$ cat src/verilog/llp_pkg.sv
// Package: constants and types for the lead/lag pump staging sequencer
package llp_pkg;
   localparam int MAX_AUX_RELAY = 3;
   localparam int MAX_AUX_LINK  = 5;
   localparam int AUX_W         = 3;
   localparam int VAL_W         = 16;
   localparam int TMR_W         = 24;
   localparam int DRV_W         = 6;
   localparam int RELAY_W       = 3;

   localparam logic [31:0] ADDR_CTRL     = 32'h0000_0000;
   localparam logic [31:0] ADDR_TARGET   = 32'h0000_0004;
   localparam logic [31:0] ADDR_STG_OFS  = 32'h0000_0008;
   localparam logic [31:0] ADDR_DST_OFS  = 32'h0000_000C;
   localparam logic [31:0] ADDR_STG_WAIT = 32'h0000_0010;
   localparam logic [31:0] ADDR_DST_WAIT = 32'h0000_0014;
   localparam logic [31:0] ADDR_MIN_SPD  = 32'h0000_0018;
   localparam logic [31:0] ADDR_DST_WIN  = 32'h0000_001C;
   localparam logic [31:0] ADDR_BOOST    = 32'h0000_0020;
   localparam logic [31:0] ADDR_HOLD     = 32'h0000_0024;
   localparam logic [31:0] ADDR_ROT      = 32'h0000_0028;
   localparam logic [31:0] ADDR_FILL     = 32'h0000_002C;
   localparam logic [31:0] ADDR_STATUS   = 32'h0000_0030;
   localparam logic [31:0] ADDR_PV       = 32'h0000_0034;

   // CTRL fields
   localparam int CTRL_AUX_LSB  = 0;
   localparam int CTRL_MUX_BIT  = 4;
   localparam int CTRL_LINK_BIT = 5;

   localparam logic [1:0] RESP_OKAY   = 2'h0;
   localparam logic [1:0] RESP_SLVERR = 2'h2;

   typedef enum {
      LLP_RUN,
      LLP_BOOST
   } llp_state_t;

   typedef struct packed {
      logic [VAL_W-1:0] speedCmd;
      logic             speedOverride;
      logic [DRV_W-1:0] runCmd;
   } llp_drive_t;
endpackage : llp_pkg

$ cat src/verilog/llp_staging.sv
// Lead/lag and multiplex pump staging sequencer with AXI4-Lite registers
// Behaviour
// RULE1: Staging enabled only when aux count nonzero
// RULE2: At most three auxiliary pumps on relays
// RULE3: Staging active overrides other relay functions
// RULE4: Request auxiliaries in ascending relay order
// RULE5: Stage when value falls to target minus offset
// RULE6: Stage only after stage wait expires
// RULE7: Destage first opens the removed pump relay
// RULE8: After destage, master speed is min plus boost
// RULE9: Hold boost for hold time, then resume
// RULE10: Destage when value rises to target plus offset
// RULE11: Destage only after destage wait expires
// RULE12: Destage only while master speed in window
// RULE13: Primary staged first, destaged last, decides
// RULE14: Primary requests secondary by its run command
// RULE15: Multiplex: five over link, three over relays
// RULE16: Rotation needs nonzero count and period
// RULE17: Relays assigned to auxiliaries from relay one
// RULE18: Primary role rotates each rotation period
// RULE19: Master is second when auxiliary primary
// RULE20: Order k, master, then cyclic after k
// RULE21: Primary ignores stage wait, stages immediately
// RULE22: Fill pressure limit set below target
// RULE23: Destage in reverse of staging order
// RULE24: Wait timers restart when condition lapses
`timescale 1ns/1ps
`default_nettype none
module llp_staging
   import llp_pkg::*;
#(
   parameter int ROT_CYCLES_PER_UNIT = 1
) (
   input  wire logic                 clk_sys,
   input  wire logic                 rst,
   input  wire logic [VAL_W-1:0]     processValue,
   input  wire logic [VAL_W-1:0]     masterSpeed,
   input  wire logic [RELAY_W-1:0]   relayFuncIn,
   output var  logic [RELAY_W-1:0]   relayOut,
   output var  llp_drive_t           drive,
   output var  logic                 masterRun,
   input  wire logic                 s_axi_awvalid,
   output var  logic                 s_axi_awready,
   input  wire logic [31:0]          s_axi_awaddr,
   input  wire logic                 s_axi_wvalid,
   output var  logic                 s_axi_wready,
   input  wire logic [31:0]          s_axi_wdata,
   input  wire logic [3:0]           s_axi_wstrb,
   output var  logic                 s_axi_bvalid,
   input  wire logic                 s_axi_bready,
   output var  logic [1:0]           s_axi_bresp,
   input  wire logic                 s_axi_arvalid,
   output var  logic                 s_axi_arready,
   input  wire logic [31:0]          s_axi_araddr,
   output var  logic                 s_axi_rvalid,
   input  wire logic                 s_axi_rready,
   output var  logic [31:0]          s_axi_rdata,
   output var  logic [1:0]           s_axi_rresp
);
   // ---------------------------------------------------------------
   // Pin synchronisers for the process value and speed feedback
   // ---------------------------------------------------------------
   logic [VAL_W-1:0] pvS1, pvS2, pvS3, pv;
   logic [VAL_W-1:0] spS1, spS2, spS3, spd;

   always_ff @(posedge clk_sys) begin
      if (rst) begin
         pvS1 <= '0;
         pvS2 <= '0;
         pvS3 <= '0;
         pv   <= '0;
         spS1 <= '0;
         spS2 <= '0;
         spS3 <= '0;
         spd  <= '0;
      end else begin
         pvS1 <= processValue;
         pvS2 <= pvS1;
         pvS3 <= pvS2;
         spS1 <= masterSpeed;
         spS2 <= spS1;
         spS3 <= spS2;
         // Only a word seen twice in a row is taken, so skew is filtered
         if (pvS2 == pvS3) pv <= pvS3;
         if (spS2 == spS3) spd <= spS3;
      end
   end

   // ---------------------------------------------------------------
   // Registers
   // ---------------------------------------------------------------
   logic [AUX_W-1:0] auxCount;
   logic             muxMode, linkMode;
   logic [VAL_W-1:0] target, stgOfs, dstOfs, minSpd, dstWin, boost, fillLim;
   logic [TMR_W-1:0] stgWait, dstWait, holdTime, rotPeriod;

   logic             awHeld, wHeld;
   logic [31:0]      awAddr, wData;
   logic [3:0]       wStrb;

   function automatic logic [31:0] merge(input logic [31:0] old,
                                         input logic [31:0] nw,
                                         input logic [3:0]  st);
      logic [31:0] r;
      r = old;
      for (int b = 0; b < 4; b++) if (st[b]) r[b*8 +: 8] = nw[b*8 +: 8];
      return r;
   endfunction : merge

   function automatic logic mapped(input logic [31:0] a);
      return (a[1:0] == 2'h0) && (a <= ADDR_PV);
   endfunction : mapped

   wire doWrite = awHeld && wHeld && !s_axi_bvalid;
   logic [31:0] ctrlWord;
   assign ctrlWord = {26'h0, linkMode, muxMode, 1'b0, auxCount};

   always_ff @(posedge clk_sys) begin
      if (rst) begin
         awHeld        <= 1'b0;
         wHeld         <= 1'b0;
         awAddr        <= '0;
         wData         <= '0;
         wStrb         <= '0;
         s_axi_awready <= 1'b0;
         s_axi_wready  <= 1'b0;
         s_axi_bvalid  <= 1'b0;
         s_axi_bresp   <= RESP_OKAY;
      end else begin
         s_axi_awready <= !awHeld && !s_axi_awready && s_axi_awvalid;
         s_axi_wready  <= !wHeld && !s_axi_wready && s_axi_wvalid;
         if (s_axi_awvalid && s_axi_awready) begin
            awHeld <= 1'b1;
            awAddr <= s_axi_awaddr;
         end
         if (s_axi_wvalid && s_axi_wready) begin
            wHeld <= 1'b1;
            wData <= s_axi_wdata;
            wStrb <= s_axi_wstrb;
         end
         if (doWrite) begin
            awHeld <= 1'b0;
            wHeld <= 1'b0;
            s_axi_bvalid <= 1'b1;
            s_axi_bresp <= mapped(awAddr) && awAddr != ADDR_STATUS && awAddr != ADDR_PV
                           ? RESP_OKAY : RESP_SLVERR;
         end else if (s_axi_bready) begin
            s_axi_bvalid <= 1'b0;
         end
      end
   end

   // Lanes not strobed keep the register's present contents
   logic [31:0] wrWord;
   always_comb begin
      wrWord = merge(regRead(awAddr), wData, wStrb);
   end

   always_ff @(posedge clk_sys) begin
      if (rst) begin
         auxCount  <= '0;
         muxMode   <= 1'b0;
         linkMode  <= 1'b0;
         target    <= '0;
         stgOfs    <= '0;
         dstOfs    <= '0;
         minSpd    <= '0;
         dstWin    <= '0;
         boost     <= '0;
         fillLim   <= '0;
         stgWait   <= '0;
         dstWait   <= '0;
         holdTime  <= '0;
         rotPeriod <= '0;
      end else if (doWrite) begin
         unique case (awAddr)
            ADDR_CTRL: begin
               auxCount <= wrWord[CTRL_AUX_LSB +: AUX_W];
               muxMode  <= wrWord[CTRL_MUX_BIT];
               linkMode <= wrWord[CTRL_LINK_BIT];
            end
            ADDR_TARGET:   target    <= wrWord[VAL_W-1:0];
            ADDR_STG_OFS:  stgOfs    <= wrWord[VAL_W-1:0];
            ADDR_DST_OFS:  dstOfs    <= wrWord[VAL_W-1:0];
            ADDR_STG_WAIT: stgWait   <= wrWord[TMR_W-1:0];
            ADDR_DST_WAIT: dstWait   <= wrWord[TMR_W-1:0];
            ADDR_MIN_SPD:  minSpd    <= wrWord[VAL_W-1:0];
            ADDR_DST_WIN:  dstWin    <= wrWord[VAL_W-1:0];
            ADDR_BOOST:    boost     <= wrWord[VAL_W-1:0];
            ADDR_HOLD:     holdTime  <= wrWord[TMR_W-1:0];
            ADDR_ROT:      rotPeriod <= wrWord[TMR_W-1:0];
            ADDR_FILL:     fillLim   <= wrWord[VAL_W-1:0];
            default: ;
         endcase
      end
   end

   // ---------------------------------------------------------------
   // Effective configuration
   // ---------------------------------------------------------------
   logic [AUX_W-1:0] auxEff;
   logic             staging, rotating;
   // Relays carry three units; the link five, in multiplex mode only
   assign auxEff = (!linkMode || !muxMode) ? ((auxCount > AUX_W'(MAX_AUX_RELAY)) ? // RULE2 RULE15
                   AUX_W'(MAX_AUX_RELAY) : auxCount)
                 : ((auxCount > AUX_W'(MAX_AUX_LINK)) ? AUX_W'(MAX_AUX_LINK) : auxCount);
   assign staging  = auxEff != '0; // RULE1
   assign rotating = staging && muxMode && rotPeriod != '0; // RULE16

   // ---------------------------------------------------------------
   // Primary rotation
   // ---------------------------------------------------------------
   logic [AUX_W-1:0] primary;   // 0 = master, k = auxiliary k
   logic [TMR_W-1:0] rotCnt;
   logic [15:0]      rotPre;

   always_ff @(posedge clk_sys) begin
      if (rst) begin
         primary <= '0; rotCnt <= '0; rotPre <= '0;
      end else if (!rotating) begin
         primary <= '0; rotCnt <= '0; rotPre <= '0;
      end else if (rotPre != 16'(ROT_CYCLES_PER_UNIT - 1)) begin
         rotPre <= rotPre + 16'h0001;
      end else begin
         rotPre <= '0;
         if (rotCnt + TMR_W'(1) >= rotPeriod) begin
            rotCnt <= '0;
            primary <= (primary >= auxEff) ? '0 : primary + AUX_W'(1); // RULE18
         end else begin
            rotCnt <= rotCnt + TMR_W'(1);
         end
      end
   end

   // Unit at a given position of the staging order; 0 is the master
   function automatic logic [AUX_W-1:0] unitAt(input logic [AUX_W-1:0] pos,
                                               input logic [AUX_W-1:0] prim,
                                               input logic [AUX_W-1:0] n);
      logic [AUX_W:0] u;
      u = '0;
      if (prim == '0) begin
         u = {1'b0, pos};
      end else if (pos == '0) begin
         u = {1'b0, prim}; // RULE13
      end else if (pos == AUX_W'(1)) begin
         u = '0; // RULE19
      end else begin
         u = {1'b0, prim} + {1'b0, pos} - (AUX_W+1)'(1); // RULE20
         if (u > {1'b0, n}) u = u - {1'b0, n};
      end
      return u[AUX_W-1:0];
   endfunction : unitAt

   // ---------------------------------------------------------------
   // Staging sequencer
   // ---------------------------------------------------------------
   llp_state_t       state;
   logic [AUX_W-1:0] depth;   // units beyond the first that are running
   logic [TMR_W-1:0] stgCnt, dstCnt, holdCnt;
   logic [AUX_W:0]   maxDepth;
   logic             lowCond, highCond, winCond, stgGo, dstGo, primRun;

   assign maxDepth = rotating ? {1'b0, auxEff} : {1'b0, auxEff};
   assign lowCond  = {1'b0, pv} <= {1'b0, target} - {1'b0, stgOfs}
                     && target >= stgOfs; // RULE5
   assign highCond = {1'b0, pv} >= {1'b0, target} + {1'b0, dstOfs}; // RULE10
   assign winCond  = spd >= minSpd && {1'b0, spd} <= {1'b0, minSpd} + {1'b0, dstWin}; // RULE12
   // The primary unit itself needs no wait when it is idle
   assign stgGo    = lowCond && (stgCnt >= stgWait || (rotating && !primRun)); // RULE6 RULE21
   assign dstGo    = highCond && winCond && dstCnt >= dstWait && depth != '0; // RULE11

   // Restarts after every stage, so units come in one wait apart
   always_ff @(posedge clk_sys) begin
      if (rst || !lowCond || stgGo || state != LLP_RUN) stgCnt <= '0; // RULE24
      else if (stgCnt != {TMR_W{1'b1}}) stgCnt <= stgCnt + TMR_W'(1);
   end

   always_ff @(posedge clk_sys) begin
      if (rst || !highCond || !winCond || state != LLP_RUN) dstCnt <= '0; // RULE24
      else if (dstCnt != {TMR_W{1'b1}}) dstCnt <= dstCnt + TMR_W'(1);
   end

   always_ff @(posedge clk_sys) begin
      if (rst || !staging) begin
         state   <= LLP_RUN;
         depth   <= '0;
         holdCnt <= '0;
         primRun <= 1'b0;
      end else begin
         unique case (state)
            LLP_RUN: begin
               if (rotating && !primRun) begin
                  if (stgGo) primRun <= 1'b1; // RULE13 RULE21
               end else if (stgGo && {1'b0, depth} < maxDepth) begin
                  depth <= depth + AUX_W'(1); // RULE4 RULE14
               end else if (dstGo) begin
                  depth <= depth - AUX_W'(1); // RULE7 RULE23
                  state <= LLP_BOOST;
                  holdCnt <= '0;
               end
            end
            LLP_BOOST: begin
               if (holdCnt + TMR_W'(1) >= holdTime) state <= LLP_RUN; // RULE9
               else holdCnt <= holdCnt + TMR_W'(1);
            end
         endcase
         if (!rotating) primRun <= 1'b1;
      end
   end

   // ---------------------------------------------------------------
   // Outputs
   // ---------------------------------------------------------------
   logic [DRV_W-1:0] runVec;
   always_comb begin
      runVec = '0;
      if (staging) begin
         if (primRun || !rotating) runVec[unitAt('0, primary, auxEff)] = 1'b1;
         for (int p = 1; p <= MAX_AUX_LINK; p++) begin
            if (AUX_W'(p) <= depth) runVec[unitAt(AUX_W'(p), primary, auxEff)] = 1'b1;
         end
      end
   end

   always_ff @(posedge clk_sys) begin
      if (rst) begin
         relayOut <= '0; drive <= '0; masterRun <= 1'b0;
      end else begin
         // Relay k follows auxiliary k; other functions lose the relays
         relayOut <= staging ? runVec[RELAY_W:1] : relayFuncIn; // RULE3 RULE17
         drive.runCmd <= runVec;
         masterRun <= staging ? runVec[0] : 1'b1;
         drive.speedOverride <= state == LLP_BOOST;
         drive.speedCmd <= minSpd + boost; // RULE8
      end
   end

   // ---------------------------------------------------------------
   // Read channel
   // ---------------------------------------------------------------
   // One map for reads and for masked writes, so the two cannot drift
   function automatic logic [31:0] regRead(input logic [31:0] a);
      logic [31:0] r;
      unique case (a)
         ADDR_CTRL:     r = ctrlWord;
         ADDR_TARGET:   r = {16'h0, target};
         ADDR_STG_OFS:  r = {16'h0, stgOfs};
         ADDR_DST_OFS:  r = {16'h0, dstOfs};
         ADDR_STG_WAIT: r = {8'h0, stgWait};
         ADDR_DST_WAIT: r = {8'h0, dstWait};
         ADDR_MIN_SPD:  r = {16'h0, minSpd};
         ADDR_DST_WIN:  r = {16'h0, dstWin};
         ADDR_BOOST:    r = {16'h0, boost};
         ADDR_HOLD:     r = {8'h0, holdTime};
         ADDR_ROT:      r = {8'h0, rotPeriod};
         ADDR_FILL:     r = {16'h0, fillLim};
         ADDR_STATUS:   r = {10'h0, runVec, 5'h0, primary, depth, state == LLP_BOOST,
                             1'b0, primRun, rotating, staging};
         ADDR_PV:       r = {spd, pv};
         default:       r = '0;
      endcase
      return r;
   endfunction : regRead

   always_ff @(posedge clk_sys) begin
      if (rst) begin
         s_axi_arready <= 1'b0;
         s_axi_rvalid  <= 1'b0;
         s_axi_rdata   <= '0;
         s_axi_rresp   <= RESP_OKAY;
      end else begin
         s_axi_arready <= !s_axi_arready && !s_axi_rvalid && s_axi_arvalid;
         if (s_axi_arvalid && s_axi_arready) begin
            s_axi_rvalid <= 1'b1;
            s_axi_rresp <= mapped(s_axi_araddr) ? RESP_OKAY : RESP_SLVERR;
            s_axi_rdata <= regRead(s_axi_araddr);
         end else if (s_axi_rready) begin
            s_axi_rvalid <= 1'b0;
         end
      end
   end
   // Fill limit below target is the programmer's duty; stored only RULE22
endmodule : llp_staging
`default_nettype wire

$ cat config.mk
export PLATFORM = sky130hd
export DESIGN_NAME = llp_staging
export DESIGN_NICKNAME = d
export VERILOG_FILES = /design/src/verilog/llp_pkg.sv /design/src/verilog/llp_staging.sv
export SDC_FILE = /design/constraint.sdc
export NUM_CORES = 2
export LEC_CHECK = 0
export BUFFER_PORTS_ARGS = -buffer_cell sky130_fd_sc_hd__buf_2
export CAP_MARGIN = 20
export CORE_ASPECT_RATIO = 0.6
export CORE_MARGIN = 2
export CORE_UTILIZATION = 60
export DETAILED_ROUTE_END_ITERATION = 10
export PLACE_DENSITY_LB_ADDON = 0.08
export SETUP_SLACK_MARGIN = 0.05
export SLEW_MARGIN = 40
export SYNTH_ARGS = -nofsm -noshare
export SYNTH_HDL_FRONTEND = slang
export SYNTH_SLANG_ARGS = --single-unit
$ cat constraint.sdc
create_clock -name clk_sys -period 5.55 [get_ports clk_sys]
set_input_delay 0.555 -clock clk_sys [delete_from_list [all_inputs] [get_ports clk_sys]]
set_output_delay 0.555 -clock clk_sys [all_outputs]
set_load 0.05 [all_outputs]
==> metrics <==
outcome finished, final reports clean; number of flops mapped to enable cells by yosys 0; first-pass GRT wire length 183000 um; Async S/R FF share, synth 0%; WP data arrival 5780 ps; Clk Latency, worst-skew pair 660 ps; CTS Buf Count 53; cell depth of the worst flop-to-flop path 17; Filler cells 4266; Post-Syn Area 32100 sq um; setup repair bufs after CTS 0; DRT antenna net count 0; Final Skew 54.8 ps; largest net degree at the start of global routing 177; row count 65; DRT Wirelength 125000 um; CTS Hold Buffers Added 0; Initial Util 61.0%; most used cell, CP a21oi_1; wire length on met2 44800 um; min-delay src masterSpeed[9]; sw power 2.11 mW; unrepaired setup endpoints after global routing false; most frequent cells in the layout nand2_1 (655), dfxtp_1 (586), a21oi_1 (411), nor2_1 (268), ha_1 (253); Fin. Hold Viols 0; Yosys cell types 83; GP Congestion 1.08; gr ovfl total 0; worst reg2reg endpoint depth[2]; P_leak 14.1 nW; required time worst endpoint 6110 ps; clock group share of total power 45.6%; critical path peak fanout 5; Final period util 94.1%; Crit Path Class reg2reg; Root Driver clkbuf_16; post_cts resized 0; Worst R2R Setup Slack 330 ps; met1 WL 54200 um; final period demand of the worst path 5220 ps; share of layout cells above drive strength 1 11.6%; vias in the first global route 28100; # setup viols final 0; Syn Area/Cell 8.16 sq um; post-synthesis instance total 3938; uppermost routed layer met5; CTS tree done; register bit total from synthesis 588; Power Total 8.78 mW; initial antenna violation count 4; total die area 55500 sq um; Min-Delay Endpoint spS1[9]; clock transition at the registers of the reported paths 70 ps; CP Launch Type flop; commonest non-fill, non-tap cell in the layout nand2_1; Seq/Total Area, Yosys 36.6%; hold crit path type in2reg; Switching Fraction 24.1%; Via-to-Cell Ratio 6.53; met3 wire length 22000 um; Worst Tran Pin Value 963 ps; Reg-to-Reg Start minSpd[2]; area of the core 52700 sq um; initial DRC count 5080; fin nets 4504; dpl hpwl 95500 um; Ports 210; DRT Pass-1 Iters 9; Slew HR 35.3%; DIE WIDTH 303 um; sequential fraction of design power 49.2%; Peak VDD IR 0.000325 V; Fin Setup TNS 0 ps; DR WL/cell 25.9 um; clock tree buffer depth 3; internal power 6.67 mW; crit path capture type flop; top flop regs awAddr x32, s_axi_rdata x32; Max stage delay on crit path 640 ps; maxcap violations 0; Total GRT Usage 44.3%; CTS Sinks 588; Most used DFF post-synth dfxtp_1; utilization after layout 68.7%; Max Slew Vio Count 0; Buffers on Ports 198; synth warn 0; routed vias 31600; H-tree depth 2; Crit-path slowest cell dfxtp_1; PD cells 242 nW/um^2; hold path depth 2; drc violations 0; fmax 191 MHz; crit-path cells ha_1 > a21oi_1 > nor2_1 > o41a_1 > a21oi_1 > a21oi_1 > a221oi_1 > xor2_1 > ha_1 > a21oi_1 > nand3_1 > a211oi_1 > a311o_1 > nand3_1 > a211o_1 > or3_1 > a21oi_1; chip height 183 um; combinational share of power 5.2%; Area Overhead vs Synth 12.7%
worst max path at each step:
stage	startpoint	endpoint	cells past startpoint
detailed placement	target[0]	depth[2]	23
global placement	target[0]	depth[2]	23
finish	minSpd[2]	depth[2]	17
CTS	target[0]	depth[2]	23
global route	stgOfs[0]	holdCnt[18]	23
floorplan	target[0]	depth[2]	23
worst max-delay path, delay by kind of cell (launching register included):
family                     cells  cell delay [ps]
adders and majority gates      2              660
and+or+nand+nor                4              880
DFF                            1              640
AOI/OAI and AO/OA             10             2780
xor gates and xnor gates       1              190
stage by stage:
stage | std cells | worst slack [ps] | area [sq um] | hold WS, ps
after floorplan | 3939 | 1070 | 32100 | 414
after global placement | 4736 | 446 | 34100 | 415
after detailed placement | 4744 | 365 | 34300 | 424
after CTS | 4840 | 346 | 36100 | 121
after global routing | 4844 | 101 | 36200 | 133
final | 4848 | 327 | 36200 | 130
area by class of cell:
type	count	area [sq um]	area share, %
antenna	4	10.0	0.0276
inverter	190	713	1.97
multi-input combinational	2972	19200	53.1
timing repair buffer	295	1760	4.85
clock inverter	28	402	1.11
tap	703	880	2.43
sequential	588	11800	32.5
clock buffer	68	1430	3.96
logic make-up after synthesis:
family                   synth area share [%]
AND/OR/NAND/NOR                          21.3
AO/OA/AOI/OAI                            19.8
flip-flops                               36.6
buffers and inverters                    4.63
adder cells (fa/ha/maj)                  10.4
XOR/XNOR                                 4.91
multiplexers                             2.34
other                                  0.0117
layer usage:
| layer | track usage (%) | vias to the layer above |
|---|---|---|
| met2 | 55.4 | 2283 |
| met4 | 12.8 | 10 |
| met1 | 66.7 | 14800 |
| met5 | 2.29 | - |
| li1 | - | 14300 |
| met3 | 18.7 | 274 |
Yosys cell counts, drive strengths merged, types with 44 or more instances:
library cell  count  area [sq um]
nand3           104           521
xor2            107           937
nor3             70           350
a21oi           416          2090
nor4             52           448
a22oi           107           803
nand4            44           288
nor2            282          1060
dfxtp           588         11800
ha              253          3170
nand2           660          2480
inv             189           709
xnor2            73           639
a22o             51           447
o21ai           118           591
clkbuf          146           548
nor2b           121           757
mux2i            57           571
power by group through the flow:
| stage | clock, mW | combinational, mW | sequential, mW |
|---|---|---|---|
| 2_1_floorplan | 0 | 0.260 | 4.40 |
| 3_3_place_gp | 0 | 0.426 | 4.41 |
| 3_5_place_dp | 0 | 0.437 | 4.41 |
| 4_1_cts | 3.99 | 0.440 | 4.31 |
| 5_1_grt | 4.16 | 0.486 | 4.32 |
| 6_report | 4.00 | 0.460 | 4.31 |
Note: power is estimated with default switching activity, not from simulation.
